**src/gtc_pkg.sv**
```systemverilog
/*
  Package for the gated 16-bit timer/counter: register indices, field
  positions, reset values and clock source codes.
  Assumes a plain address/strobe register port with 8-bit data.
*/
package gtc_pkg;
  // ************************************************************
  // Register indices (byte wide registers)
  // ************************************************************
  localparam logic [3:0] ADDR_COUNT_LOW  = 4'h0;  // Low byte of live count
  localparam logic [3:0] ADDR_COUNT_HIGH = 4'h1;  // High byte of live count
  localparam logic [3:0] ADDR_CONTROL    = 4'h2;  // Timer control
  localparam logic [3:0] ADDR_CONFIG     = 4'h3;  // Gate source, alternate clock
  localparam logic [3:0] ADDR_FLAGS      = 4'h4;  // Overflow flag
  localparam logic [3:0] ADDR_IRQ_EN     = 4'h5;  // Interrupt enables
  localparam logic [3:0] ADDR_CAPTURE_LO = 4'h6;  // Capture/compare low byte
  localparam logic [3:0] ADDR_CAPTURE_HI = 4'h7;  // Capture/compare high byte
  localparam logic [3:0] ADDR_PIN_VIEW   = 4'h8;  // Shared pin direction/data view

  // ************************************************************
  // Control register fields
  // ************************************************************
  localparam int CTL_TIMER_ON   = 0;
  localparam int CTL_SOURCE_SEL = 1;
  localparam int CTL_SYNC_DIS   = 2;
  localparam int CTL_OSC_EN     = 3;
  localparam int CTL_PRESCALE   = 4;  // Two bits, 5:4
  localparam int CTL_GATE_EN    = 6;
  localparam int CTL_GATE_INV   = 7;

  // Config register fields
  localparam int CFG_GATE_SRC   = 1;  // 1 selects the gate pin, 0 the comparator
  localparam int CFG_ALT_CLK    = 4;

  // Interrupt enable fields
  localparam int IEN_OVERFLOW   = 0;
  localparam int IEN_PERIPHERAL = 1;
  localparam int IEN_GLOBAL     = 2;

  // Pin view fields
  localparam int PIN_A_DIR = 0;
  localparam int PIN_B_DIR = 1;
  localparam int PIN_A_DAT = 2;
  localparam int PIN_B_DAT = 3;

  // ************************************************************
  // Reset values
  // ************************************************************
  localparam logic [7:0]  CONTROL_RESET = 8'h00;
  localparam logic [7:0]  CONFIG_RESET  = 8'h02;
  localparam logic [15:0] COUNT_RESET   = 16'h0000;
  localparam logic [15:0] COUNT_MAX     = 16'hFFFF;
  localparam logic [2:0]  PRESCALE_ZERO = 3'h0;

  // Instruction clock is the system clock divided by this
  localparam int INSTR_DIV = 4;

  // Clock source selection
  typedef enum logic [1:0] {
    GTC_SRC_INSTR,
    GTC_SRC_SYSTEM,
    GTC_SRC_EXTERNAL
  } gtc_src_t;
endpackage

```
**src/gtc_timer.sv**
```systemverilog
/*
  Gated 16-bit timer/counter with prescaler, gate, capture/compare
  time base and special event clear.
  Assumes one clock sys_clk at 200 MHz, synchronous active high reset,
  and pins that arrive asynchronously to sys_clk.
*/
// Our own choices: the strobed register port and the placing of the registers.
// Behaviour
// - 16-bit counter, byte writes load live count
// - Source: instruction, system, or external pin
// - External counts rising edges after falling edge
// - Prescale selected clock by 1,2,4,8
// - Prescaler hidden, cleared on count writes
// - Oscillator enable starts crystal, runs asleep
// - Oscillator allowed only with suitable primary clock
// - Oscillator on: pin directions one, data zero
// - Sync disable only keeps external counting alive asleep
// - Asynchronous counting runs asleep, overflow wakes
// - Byte reads valid; software handles split overflow
// - Gate from pin or comparator when enabled
// - Gate invert flips polarity for both sources
// - Rollover to zero sets overflow flag
// - Overflow in sleep wakes; vector if global
// - Capture copies count; compare fires on equality
// - Special event clears count without flag
// - Count write beats special event clear
// - Gate enabled: count only when gate allows
// - Invert set counts gate high, else low
`timescale 1ns/1ps
`default_nettype none
module gtc_timer (
  input  wire logic       sys_clk,
  input  wire logic       sys_rst,
  input  wire logic [3:0] reg_addr,
  input  wire logic [7:0] reg_wdata,
  input  wire logic       reg_write,
  input  wire logic       reg_read,
  output logic      [7:0] reg_rdata,
  input  wire logic       external_count_pin,
  input  wire logic       crystal_clk_pin,
  input  wire logic       gate_pin,
  input  wire logic       second_comparator_output,
  input  wire logic       primary_clk_ok,
  input  wire logic       core_sleeping,
  input  wire logic       capture_event,
  input  wire logic       special_event_enable,
  output logic            compare_match,
  output logic            crystal_osc_running,
  output logic            overflow_irq,
  output logic            wake_request,
  output logic            wake_vector
);
  // ************************************************************
  // Register bank
  // ************************************************************
  logic [15:0] count_ff;             // Live count
  logic [7:0]  control_ff;           // Timer control
  logic [7:0]  config_ff;            // Gate source and alternate clock
  logic        overflow_flag_ff;     // Sticky rollover flag
  logic [2:0]  irq_en_ff;            // Overflow, peripheral, global enables
  logic [15:0] compare_ff;           // Capture/compare pair
  logic [2:0]  prescale_ff;          // Hidden prescale counter
  logic [1:0]  instr_div_ff;         // Instruction clock divider
  logic [7:0]  rdata_ff;             // Read data, one cycle late
  logic        seen_fall_ff;         // Falling edge seen on count input
  logic [2:0]  ext_sync_ff;          // External input synchroniser
  logic [2:0]  gate_sync_ff;         // Gate pin synchroniser
  logic [2:0]  cmp_sync_ff;          // Comparator synchroniser
  logic        ext_level_ff;         // Agreed external level
  logic        gate_level_ff;        // Agreed gate pin level
  logic        cmp_level_ff;         // Agreed comparator level
  logic        src_prev_ff;          // Last agreed external level
  logic        match_prev_ff;        // Last compare equality

  // ************************************************************
  // Decoding
  // ************************************************************
  wire wr_low   = reg_write && (reg_addr == gtc_pkg::ADDR_COUNT_LOW);
  wire wr_high  = reg_write && (reg_addr == gtc_pkg::ADDR_COUNT_HIGH);
  wire wr_count = wr_low || wr_high;
  wire wr_ctl   = reg_write && (reg_addr == gtc_pkg::ADDR_CONTROL);
  wire wr_cfg   = reg_write && (reg_addr == gtc_pkg::ADDR_CONFIG);
  wire wr_flag  = reg_write && (reg_addr == gtc_pkg::ADDR_FLAGS);
  wire wr_ien   = reg_write && (reg_addr == gtc_pkg::ADDR_IRQ_EN);
  wire wr_cmp_l = reg_write && (reg_addr == gtc_pkg::ADDR_CAPTURE_LO);
  wire wr_cmp_h = reg_write && (reg_addr == gtc_pkg::ADDR_CAPTURE_HI);

  wire       timer_on     = control_ff[gtc_pkg::CTL_TIMER_ON];
  wire       source_sel   = control_ff[gtc_pkg::CTL_SOURCE_SEL];
  wire       sync_disable = control_ff[gtc_pkg::CTL_SYNC_DIS];
  wire       gate_enable  = control_ff[gtc_pkg::CTL_GATE_EN];
  wire       gate_invert  = control_ff[gtc_pkg::CTL_GATE_INV];
  wire [1:0] prescale_sel = control_ff[gtc_pkg::CTL_PRESCALE +: 2];
  wire       alt_clk_sel  = config_ff[gtc_pkg::CFG_ALT_CLK];
  wire       gate_src_pin = config_ff[gtc_pkg::CFG_GATE_SRC];

  // Enable is ignored unless the primary clock leaves the crystal free
  wire osc_on = control_ff[gtc_pkg::CTL_OSC_EN] && primary_clk_ok;

  // Clock source selection
  gtc_pkg::gtc_src_t src;
  assign src = source_sel  ? gtc_pkg::GTC_SRC_EXTERNAL :
               alt_clk_sel ? gtc_pkg::GTC_SRC_SYSTEM : gtc_pkg::GTC_SRC_INSTR;

  // External input is the crystal when the oscillator runs
  wire ext_raw = osc_on ? crystal_clk_pin : external_count_pin;

  // Gate: source select, inversion, enable
  wire gate_raw   = gate_src_pin ? gate_level_ff : cmp_level_ff;
  wire gate_allow = gate_invert ? gate_raw : !gate_raw;
  wire run        = timer_on && (!gate_enable || gate_allow);

  // External rising edge, counted only after a falling edge
  wire ext_rise = ext_level_ff && !src_prev_ff && seen_fall_ff;
  wire ext_fall = !ext_level_ff && src_prev_ff;

  // Raw tick of the selected clock before prescaling
  logic src_tick;
  always_comb begin
    unique case (src)
      gtc_pkg::GTC_SRC_INSTR:    src_tick = (instr_div_ff == 2'(gtc_pkg::INSTR_DIV - 1));
      gtc_pkg::GTC_SRC_SYSTEM:   src_tick = 1'b1;
      gtc_pkg::GTC_SRC_EXTERNAL: src_tick = ext_rise;
      default:                   src_tick = 1'b0;
    endcase
  end

  // Prescale terminal: wraps at 1, 2, 4 or 8 ticks
  function automatic logic presc_done(input logic [2:0] cnt, input logic [1:0] sel);
    logic [2:0] lim;
    lim = 3'((4'h1 << sel) - 4'h1);
    presc_done = (cnt == lim);
  endfunction

  wire tick    = run && src_tick;
  wire inc     = tick && presc_done(prescale_ff, prescale_sel);

  // Compare event, one pulse per fresh equality
  wire match_now  = (compare_ff == count_ff);
  wire match_edge = match_now && !match_prev_ff;
  wire special_clear = match_edge && special_event_enable;

  // A count write or a period clear replaces the increment, so no roll
  // happens then and the flag stays as it was
  wire rollover = inc && (count_ff == gtc_pkg::COUNT_MAX)
                  && !wr_count && !special_clear;

  // ************************************************************
  // Next count
  // ************************************************************
  logic [15:0] nxt_count;
  always_comb begin
    if (wr_low) begin
      nxt_count = {count_ff[15:8], reg_wdata};
    end else if (wr_high) begin
      nxt_count = {reg_wdata, count_ff[7:0]};
    end else if (special_clear) begin
      nxt_count = gtc_pkg::COUNT_RESET;
    end else if (inc) begin
      nxt_count = count_ff + 16'h0001;
    end else begin
      nxt_count = count_ff;
    end
  end

  // ************************************************************
  // Synchronisers for pins
  // ************************************************************
  // Three flops; a level is taken once the last two agree
  always_ff @(posedge sys_clk) begin
    if (sys_rst) begin
      ext_sync_ff   <= 3'h0;
      gate_sync_ff  <= 3'h0;
      cmp_sync_ff   <= 3'h0;
      ext_level_ff  <= 1'b0;
      gate_level_ff <= 1'b0;
      cmp_level_ff  <= 1'b0;
    end else begin
      ext_sync_ff   <= {ext_sync_ff[1:0], ext_raw};
      gate_sync_ff  <= {gate_sync_ff[1:0], gate_pin};
      cmp_sync_ff   <= {cmp_sync_ff[1:0], second_comparator_output};
      if (ext_sync_ff[2] == ext_sync_ff[1]) begin
        ext_level_ff <= ext_sync_ff[1];
      end
      if (gate_sync_ff[2] == gate_sync_ff[1]) begin
        gate_level_ff <= gate_sync_ff[1];
      end
      if (cmp_sync_ff[2] == cmp_sync_ff[1]) begin
        cmp_level_ff <= cmp_sync_ff[1];
      end
    end
  end

  // ************************************************************
  // Edge tracking and dividers
  // ************************************************************
  // Unsynchronised mode still samples the pin here: one clock domain only,
  // so sync_disable changes only whether sleep keeps the count alive
  always_ff @(posedge sys_clk) begin
    if (sys_rst) begin
      src_prev_ff   <= 1'b0;
      seen_fall_ff  <= 1'b0;
      instr_div_ff  <= 2'h0;
      match_prev_ff <= 1'b0;
    end else begin
      src_prev_ff   <= ext_level_ff;
      instr_div_ff  <= instr_div_ff + 2'h1;
      match_prev_ff <= match_now;
      if (!source_sel || !timer_on) begin
        seen_fall_ff <= 1'b0;   // Re-arm when counting is off
      end else if (ext_fall) begin
        seen_fall_ff <= 1'b1;
      end
    end
  end

  // Prescaler: cleared on any count byte write
  always_ff @(posedge sys_clk) begin
    if (sys_rst || wr_count) begin
      prescale_ff <= gtc_pkg::PRESCALE_ZERO;
    end else if (tick) begin
      prescale_ff <= presc_done(prescale_ff, prescale_sel) ? gtc_pkg::PRESCALE_ZERO
                                                            : prescale_ff + 3'h1;
    end
  end

  // ************************************************************
  // Count, flag and registers
  // ************************************************************
  // In sleep only the asynchronous external mode keeps counting
  wire sleep_freeze = core_sleeping && !(source_sel && sync_disable);

  always_ff @(posedge sys_clk) begin
    if (sys_rst) begin
      count_ff <= gtc_pkg::COUNT_RESET;
    end else if (!sleep_freeze || wr_count) begin
      count_ff <= nxt_count;
    end
  end

  // Overflow flag: set wins over a software clear
  always_ff @(posedge sys_clk) begin
    if (sys_rst) begin
      overflow_flag_ff <= 1'b0;
    end else if (rollover && !sleep_freeze) begin
      overflow_flag_ff <= 1'b1;
    end else if (wr_flag) begin
      overflow_flag_ff <= reg_wdata[0];
    end
  end

  // Software registers and capture
  always_ff @(posedge sys_clk) begin
    if (sys_rst) begin
      control_ff <= gtc_pkg::CONTROL_RESET;
      config_ff  <= gtc_pkg::CONFIG_RESET;
      irq_en_ff  <= 3'h0;
      compare_ff <= gtc_pkg::COUNT_RESET;
    end else begin
      if (wr_ctl) control_ff <= reg_wdata;
      if (wr_cfg) config_ff  <= reg_wdata;
      if (wr_ien) irq_en_ff  <= reg_wdata[2:0];
      if (capture_event) begin
        compare_ff <= count_ff;
      end else begin
        if (wr_cmp_l) compare_ff[7:0]  <= reg_wdata;
        if (wr_cmp_h) compare_ff[15:8] <= reg_wdata;
      end
    end
  end

  // ************************************************************
  // Read port
  // ************************************************************
  // Pin view forced while the crystal runs
  wire [7:0] pin_view = osc_on ? 8'h03 : 8'h00;

  logic [7:0] nxt_rdata;
  always_comb begin
    unique case (reg_addr)
      gtc_pkg::ADDR_COUNT_LOW:  nxt_rdata = count_ff[7:0];
      gtc_pkg::ADDR_COUNT_HIGH: nxt_rdata = count_ff[15:8];
      gtc_pkg::ADDR_CONTROL:    nxt_rdata = control_ff;
      gtc_pkg::ADDR_CONFIG:     nxt_rdata = config_ff;
      gtc_pkg::ADDR_FLAGS:      nxt_rdata = {7'h00, overflow_flag_ff};
      gtc_pkg::ADDR_IRQ_EN:     nxt_rdata = {5'h00, irq_en_ff};
      gtc_pkg::ADDR_CAPTURE_LO: nxt_rdata = compare_ff[7:0];
      gtc_pkg::ADDR_CAPTURE_HI: nxt_rdata = compare_ff[15:8];
      gtc_pkg::ADDR_PIN_VIEW:   nxt_rdata = pin_view;
      default:                  nxt_rdata = 8'h00;
    endcase
  end

  always_ff @(posedge sys_clk) begin
    if (sys_rst) begin
      rdata_ff <= 8'h00;
    end else begin
      rdata_ff <= reg_read ? nxt_rdata : 8'h00;
    end
  end

  // ************************************************************
  // Outputs
  // ************************************************************
  wire irq_path = overflow_flag_ff && irq_en_ff[gtc_pkg::IEN_OVERFLOW]
                  && irq_en_ff[gtc_pkg::IEN_PERIPHERAL];
  assign reg_rdata           = rdata_ff;
  assign compare_match       = match_edge;
  assign crystal_osc_running = osc_on;
  assign overflow_irq        = irq_path && irq_en_ff[gtc_pkg::IEN_GLOBAL];
  assign wake_request        = irq_path && timer_on && core_sleeping;
  assign wake_vector         = wake_request && irq_en_ff[gtc_pkg::IEN_GLOBAL];
endmodule
`default_nettype wire

```
**config.mk**
```make
export PLATFORM = sky130hd
export DESIGN_NAME = gtc_timer
export DESIGN_NICKNAME = d
export VERILOG_FILES = /design/src/gtc_pkg.sv /design/src/gtc_timer.sv
export SDC_FILE = /design/constraint.sdc
export NUM_CORES = 1
export LEC_CHECK = 0
export BUFFER_PORTS_ARGS = -buffer_cell sky130_fd_sc_hd__buf_2
export CAP_MARGIN = 20
export CORE_ASPECT_RATIO = 1.25
export CORE_UTILIZATION = 40
export CTS_CLUSTER_SIZE = 20
export DETAILED_ROUTE_END_ITERATION = 16
export SLEW_MARGIN = 20
export SYNTH_ARGS = -nofsm -noshare
export SYNTH_HDL_FRONTEND = slang
export SYNTH_SLANG_ARGS = --single-unit
```
**constraint.sdc**
```tcl
create_clock -name sys_clk -period 3.2 [get_ports sys_clk]
set_input_delay 0.32 -clock sys_clk [delete_from_list [all_inputs] [get_ports sys_clk]]
set_output_delay 0.32 -clock sys_clk [all_outputs]
set_load 0.05 [all_outputs]
```
Yosys cells after proc, flatten, opt, wreduce, memory -nomap -nowiden:

Cells that the tools add are included.

* output and inout port bits: 13
* flip-flop bits (word level): 80
* input port bits: 24

* reduce and logical (&&, ||, !) cells: 56
* add/subtract/negate cells: 4
* equality and inequality tests: 18
* mux-type cells: 18
* shifts and indexed selects: 1
* bitwise gates (word level): 2

Operators by type and width (count)
* $pmux 8 s9: 1
* $mux 16: 4
* $logic_and 1x1->1: 29
* $mux 8: 3
* $add 16x1->16 const B: 1
* $eq 16x16->1: 1
* $eq 16x16->1 const B: 1
* $eq 4x3->1 const B: 4
* $logic_not 1->1: 11
* $eq 4x2->1 const B: 2
* $mux 1: 6
* $reduce_and 3->1: 2
* $reduce_bool 2->1: 3
* $reduce_bool 3->1: 2
* $logic_or 1x1->1: 5
* $eq 2x2->1 const B: 2
* $eq 4x1->1 const B: 1
* $eq 4x4->1 const B: 1
* $logic_not 4->1: 1
* $mux 2: 2
* $reduce_or 2->1: 2
* $add 3x1->3 const B: 1
* $eq 1x1->1: 3
* $eq 3x3->1: 1
* 9 further kinds: 10

Longest topological paths before layout:

Gate-level depths: netlist of the first run.

* depth after elaboration: 12
* mapped depth: 9
* depth with buffers taken out: 7

Worst setup path before layout of the first run:

OpenSTA, ideal clock, no wires.

* kind: input to register
* start point: in reg_addr[2]
* end point: reg count_ff[12]
* path buffers: 3
* stages: 9
* setup slack: 1.171 ns
* library setup time: 0.091 ns
* arrival: 1.938 ns
* path through: buf_4 -> nor2_4 -> buf_6 -> and3_4 -> buf_6 -> a21oi_1 -> nand2_2 -> or4b_1 -> a311oi_1

* cells in the longest elaborated chain, start to end: 5

Ends and longest elaborated chain
* from (decl): line gtc_timer.sv:34 `input wire logic [3:0] reg_addr,`
* $eq 4x1->1 or $logic_not 4->1 (tied branches): line gtc_timer.sv:79, gtc_timer.sv:78
* $logic_and 1x1->1 (on tied branches): line gtc_timer.sv:79, gtc_timer.sv:78
* $logic_or 1x1->1: line gtc_timer.sv:80 `wire wr_count = wr_low || wr_high;`
* $logic_or 1x1->1: line gtc_timer.sv:236 `end else if (!sleep_freeze || wr_count) begin`
* $reduce_and 3->1 (no line)
* to (signal assigned): line gtc_timer.sv:235 `count_ff <= gtc_pkg::COUNT_RESET;`
* to (signal assigned): line gtc_timer.sv:237 `count_ff <= nxt_count;`
* to (decl): line gtc_timer.sv:56 `logic [15:0] count_ff;`

Several ways; a longest one is shown, not always the timed one. The select of a mux whose other input is x is not followed.
A chain may end at the register's enable or synchronous reset.

Worst setup path after layout of the first run:

* start point: reg count_ff[0]
* end point: reg count_ff[5]

* cells in the longest elaborated chain, start to end: 6

Ends and longest elaborated chain
* branches (longest 6 deep; another with $add 16x1->16)

Parallel ways; which one is timed is not known. The select of a mux whose other input is x is not followed.

==> results of run 1 <==
==> where the power goes <==
| part | switching, mW | leakage (nW) | internal (mW) |
|---|---|---|---|
| registers | 0.0202 | 0.648 | 1.02 |
| clock network | 0.460 | 0.160 | 0.700 |
| logic | 0.169 | 1.11 | 0.0787 |
| total | 0.649 | 1.92 | 1.80 |
==> flip-flops by register name, summed over array words and instances, names as in the netlist, 2 cells and up <==
signal / cells
control_ff: 8
prescale_ff: 3
count_ff: 16
config_ff: 8
instr_div_ff: 2
ext_sync_ff: 3
reg_rdata: 8
cmp_sync_ff: 3
gate_sync_ff: 3
compare_ff: 16
irq_en_ff: 3
==> layout make-up <==
class	count	area (um^2)	share of cell area, %
tap	132	165	3.37
timing repair buffer	45	248	5.05
clock inverter	7	108	2.19
multi-input combinational	397	2510	51.2
clock buffer	9	225	4.59
inverter	12	45.0	0.918
sequential	80	1600	32.6
==> synthesized netlist by cell type, types with 3 or more instances <==
cell	number
dfxtp_1	80
nor2_1	71
a21oi_1	40
nand2_1	38
mux2i_1	36
clkbuf_1	33
nand3_1	25
o21ai_0	20
xor2_1	17
nor2b_1	16
inv_1	12
a211oi_1	10
buf_2	10
a32oi_1	9
nor3_1	9
a22o_1	5
and3_1	5
nor4_1	5
o21ai_1	5
a221oi_1	4
a222oi_1	4
a22oi_1	4
a31oi_1	4
and2_1	4
nand2b_1	4
nand4_1	4
o32ai_1	4
buf_1	3
buf_6	3
ha_1	3
nand3b_1	3
o21bai_1	3
==> layer usage <==
layer | GRT usage (%) | vias up
met5 | 0 | -
met1 | 30.0 | 1927
met4 | 16.4 | 0
met3 | 5.49 | 56
met2 | 38.2 | 200
li1 | - | 1943
==> cells in the final DEF, fill, tap and decap left out, types with 3 or more instances in the layout <==
master	instances
ha_1	3
dfxtp_1	80
nor2b_1	16
and3_1	5
nand4_1	4
mux2i_1	36
nor2_1	71
and2_1	4
a22oi_1	4
a221oi_1	4
buf_2	36
a211oi_1	10
a32oi_1	9
a22o_1	5
a222oi_1	4
o32ai_1	4
nand3_1	25
a31oi_1	4
o21ai_1	5
o21bai_1	3
nand2_1	38
nand2b_1	4
xor2_1	17
clkbuf_16	9
nand3b_1	3
nor4_1	5
nor3_1	9
buf_4	9
inv_1	12
o21ai_0	20
a21oi_1	40
==> worst register-to-register path, delay by kind of cell, from the launching register on <==
kind | cells | cell delay [ns]
xor+xnor | 1 | 0.12
compound gates | 2 | 0.74
flops | 1 | 0.53
simple gates | 3 | 1.19
==> path summary, 6_finish.rpt <==
kind	depth (start not counted)	slack [ns]	endpoint	startpoint
setup / recovery	6	0.54	count_ff[5]	count_ff[0]
hold / removal	2	0.18	cmp_sync_ff[0]	second_comparator_output
setup reg to reg	6	0.54	count_ff[5]	count_ff[0]
hold reg to reg	1	0.43	instr_div_ff[0]	instr_div_ff[0]
==> cells by family (layout without fill, tap and decap cells) <==
logic type               count (synthesis)  after routing
adder cells (fa/ha/maj)                  3              3
multiplexers                            39             39
flip-flops                              80             80
XOR/XNOR                                19             19
buffers and inverters                   62             73
AO/OA/AOI/OAI                          131            131
AND/OR/NAND/NOR                        205            205
==> metrics by stage <==
step | power [mW] | instances
floorplan | 1.23 | 539
global placement | 1.30 | 666
detailed placement | 1.30 | 666
CTS | 2.46 | 682
global route | 2.52 | 682
finish | 2.44 | 682
==> metrics.txt, run 1 <==
status=finished, final reports clean; largest family of logic cells by synthesized area=simple AND/OR/NAND/NOR gates; num ports=37; root buffer cell=clkbuf_16; Synth area leader=dfxtp_1; Max Freq=376 MHz; Wirelength per Cell=19.4 um; clock slew at reported path FFs=0.06 ns; final hold violations=0; Final setup viols=0; Num CTS Buffers=9; Synthesized Nets=566; Crit. End Element=flip-flop; RSZ-0062 raised after global routing=false; Synth Flop Type=dfxtp_1; DRT Wirelength=13300 um; Static Leakage=1.92 nW; Iter 0 DRT Violations=409; Compound-Gate Fraction of Synth Area=20.2%; Filler Cells Inserted=1053; Final Cell Area=4910 um^2; worst setup margin=0.543 ns; fin nets=572; WP buf/inv=0; worst vdd ir=245 uV; cts repair resizes=0; WL met3=791 um; Final GP Congestion=0.941; Detail Placement HPWL=9410 um; slowest cell delay on critical path=0.55 ns; share of cells above drive strength 1=13.3%; routed vias/inst=6.05; GRT Total Usage=24.6%; setup TNS=0 ns; power per standard cell area=498 nW/um^2; CTS Buffer Depth=2; drt pass-1 iters=7; row count=42; Clock Skew=0.0110 ns; MaxCap Viol Count=0; Tightest Hold Check Type=primary input to flip-flop; met1 WL=5440 um; total number of vias=4126; Seq cells post-synth=80; Crit-path slowest cell=or2_1; CP startpoint kind=flip-flop; Final period util=83.0%; first-pass GRT wire length=21300 um; Final Max Slew Viols=0; Hold WS=0.185 ns; post-synthesis mux area share=9.24%; Post-Synth Simple-Gate Area=23.3%; total congestion overflow=0; CTS tree=built; Worst Path Max Fanout=19; H-tree Lvls=3; Seq/Total Area, Yosys=36.5%; largest net degree at the start of global routing=42; critical path cell sequence=xor2_1 > nor4_1 > nand4_1 > or2_1 > a2111oi_0 > a2bb2oi_1; chip width=95.7 um; worst slew pin tran=0.818 ns; # clock sinks=80; number of warnings issued by yosys=0; Core ar.=10600 um^2; Gate Count Post-Synth=539; WL met2=6210 um; number of I/O port buffers=36; ANT cells=0; Synth Area in XOR/XNOR=3.79%; Synth-to-Final Area Change=11.8%; initial antenna violation count=0; Netlist Area Pre-Place=4390 um^2; Post-Synth Adder-Cell Area=0.855%; Synth top area share=36.5%; Initial Util=41.3%; Post-CTS Repair Setup Buffers=0; synth top area cells=dfxtp_1 36%, mux2i_1 8.2%, nor2_1 6.1%; Slew HR=45.1%; Arrival @ worst endpoint=2.93 ns; min Tclk post-route=2.66 ns; Top Metal Used=met4; Worst Path Required=3.47 ns; DIE HEIGHT=119 um; Mean Syn Cell Area=8.14 um^2; Finished Core Util=46.2%; dpl ws=0.590 ns; post-route DRC violation count=0; CTS Hold Buffers Added=0; asr flop ratio synth=0%; worst setup path category=flip-flop to flip-flop; Routed Antenna Nets=0; vias in the first global route=3982; distinct cell type count after synthesis=65; Die Area=11400 um^2; Clock Latency Late Sink=0.35 ns; number of synthesized flops with an enable pin=0; Top Family by Delay on Critical Path=simple AND/OR/NAND/NOR gates; placed cell areas=4570 um^2
No activity file was read; power rests on OpenSTA's default activity.
==> run 2, diff against run 1 <==
==> constraint.sdc (replaced) <==
create_clock -name sys_clk -period 2.6 [get_ports sys_clk]
set_input_delay 0.26 -clock sys_clk [delete_from_list [all_inputs] [get_ports sys_clk]]
set_output_delay 0.26 -clock sys_clk [all_outputs]
set_load 0.05 [all_outputs]
==> run 2 against run 1 <==
Effect of this change: fmax up 12%; flip-flop and latch count unchanged; non-clock buffer count up 27; utilization up 2.0 points; wire length up 4.3%; first-iteration DRC count down 21%; combinational power up 37%; hold slack worse by 0.054 ns; global-route usage up 1.1 points; sequential power up 22%.
==> metrics.txt, run 2 (synthesis results as in run 1) <==
biggest regs=compare_ff: 16 flops, count_ff: 16 flops; Final Max Slew Viols=0; total number of vias=4251; Final period util=91.2%; chip width=95.7 um; row count=42; Synth-to-Final Area Change=16.7%; Filler Cells Inserted=1043; commonest non-fill, non-tap cell in the layout=dfxtp_1; drt pass-1 iters=7; vias in the first global route=4069; final hold violations=0; fin nets=599; Iter 0 DRT Violations=324; CTS tree=built; Worst Path Required=2.83 ns; GRT Total Usage=25.8%; routed vias/inst=6.00; Final GP Congestion=0.973; Worst Path Max Fanout=12; worst setup path category=flip-flop to flip-flop; power per standard cell area=594 nW/um^2; post-route DRC violation count=0; H-tree Lvls=3; Num CTS Buffers=9; Wirelength per Cell=19.5 um; initial antenna violation count=0; share of cells above drive strength 1=17.5%; Crit. End Element=flip-flop; overall power=3.04 mW; Static Leakage=2.06 nW; Max Freq=422 MHz; ANT cells=0; RSZ-0062 raised after global routing=false; Routed Antenna Nets=0; root buffer cell=clkbuf_16; CTS Hold Buffers Added=0; Hold WS=0.130 ns; worst slew pin tran=0.600 ns; Core ar.=10600 um^2; Clock Latency Late Sink=0.34 ns; MaxCap Viol Count=0; total congestion overflow=0; CP startpoint kind=flip-flop; Clock Skew=0.0112 ns; Tightest Hold Check Type=primary input to flip-flop; DRT Wirelength=13800 um; status=finished, final reports clean; Slew HR=59.8%; most frequent cells in the layout=80 x dfxtp_1, 71 x nor2_1, 40 x a21oi_1; Post-CTS Repair Setup Buffers=0; min Tclk post-route=2.37 ns; worst vdd ir=409 uV; number of I/O port buffers=36; first-pass GRT wire length=21900 um; CTS Buffer Depth=2; num ports=37; Arrival @ worst endpoint=2.60 ns; Finished Core Util=48.2%; clock slew at reported path FFs=0.06 ns; Detail Placement HPWL=10200 um; Die Area=11400 um^2; DIE HEIGHT=119 um; setup TNS=0 ns; largest net degree at the start of global routing=40; Initial Util=41.3%; # clock sinks=80; Final setup viols=0
run 2: where the power goes:
part	internal [mW]	total (mW)	switching (mW)
Sequential	1.25	1.27	0.0192
Combinational	0.120	0.339	0.219
Clock	0.864	1.43	0.568
Total	2.23	3.04	0.806
run 2: cell type report:
cell class	count	area [um^2]	share of cell area [%]
Clock buffer	9	225	4.40
Clock inverter	7	109	2.13
Inverter	12	45.0	0.880
Multi-Input combinational cell	397	2520	49.3
Sequential cell	80	1600	31.3
Tap cell	132	165	3.23
Timing Repair Buffer	72	450	8.80
run 2: metrics by stage:
step                      area, um^2  setup WS (ns)  cells
after detailed placement        4780          0.150    693
final                           5120          0.230    709
after global routing            5120         0.0788    709
after CTS                       5110          0.137    709
after global placement          4780          0.207    693
after floorplan                 4390          0.610    539
run 2: critical path: stages, from the launching register on:
cell and delay [ns]:
dfxtp_1 0.36, xor2_1 0.19, nor4_2 0.36, nand4_1 0.22, or2_1 0.43, a2111oi_1 0.40
a2bb2oi_1 0.31
run 2: path summary, 6_finish.rpt:
| check | start | slack, ns | to | cells after the start |
|---|---|---|---|---|
| min | second_comparator_output | 0.13 | cmp_sync_ff[0] | 2 |
| min reg2reg | instr_div_ff[0] | 0.43 | instr_div_ff[0] | 1 |
| max reg2reg | compare_ff[13] | 0.23 | count_ff[5] | 6 |
| max | compare_ff[13] | 0.23 | count_ff[5] | 6 |
run 2: timing repair:
action,CTS,global route
gates resized for setup,0,2
endpoints found under the hold margin,0,0
endpoints found under the setup margin,0,2
run 2: metal layers:
layer / vias to the layer above / share of wire, % / GRT usage (%)
met1: 1984 / 39 / 30.9
li1: 2000 / - / -
met2: 207 / 47 / 40.5
met4: 0 / 6.5 / 16.0
met5: - / 0 / 0
met3: 60 / 7.5 / 6.51
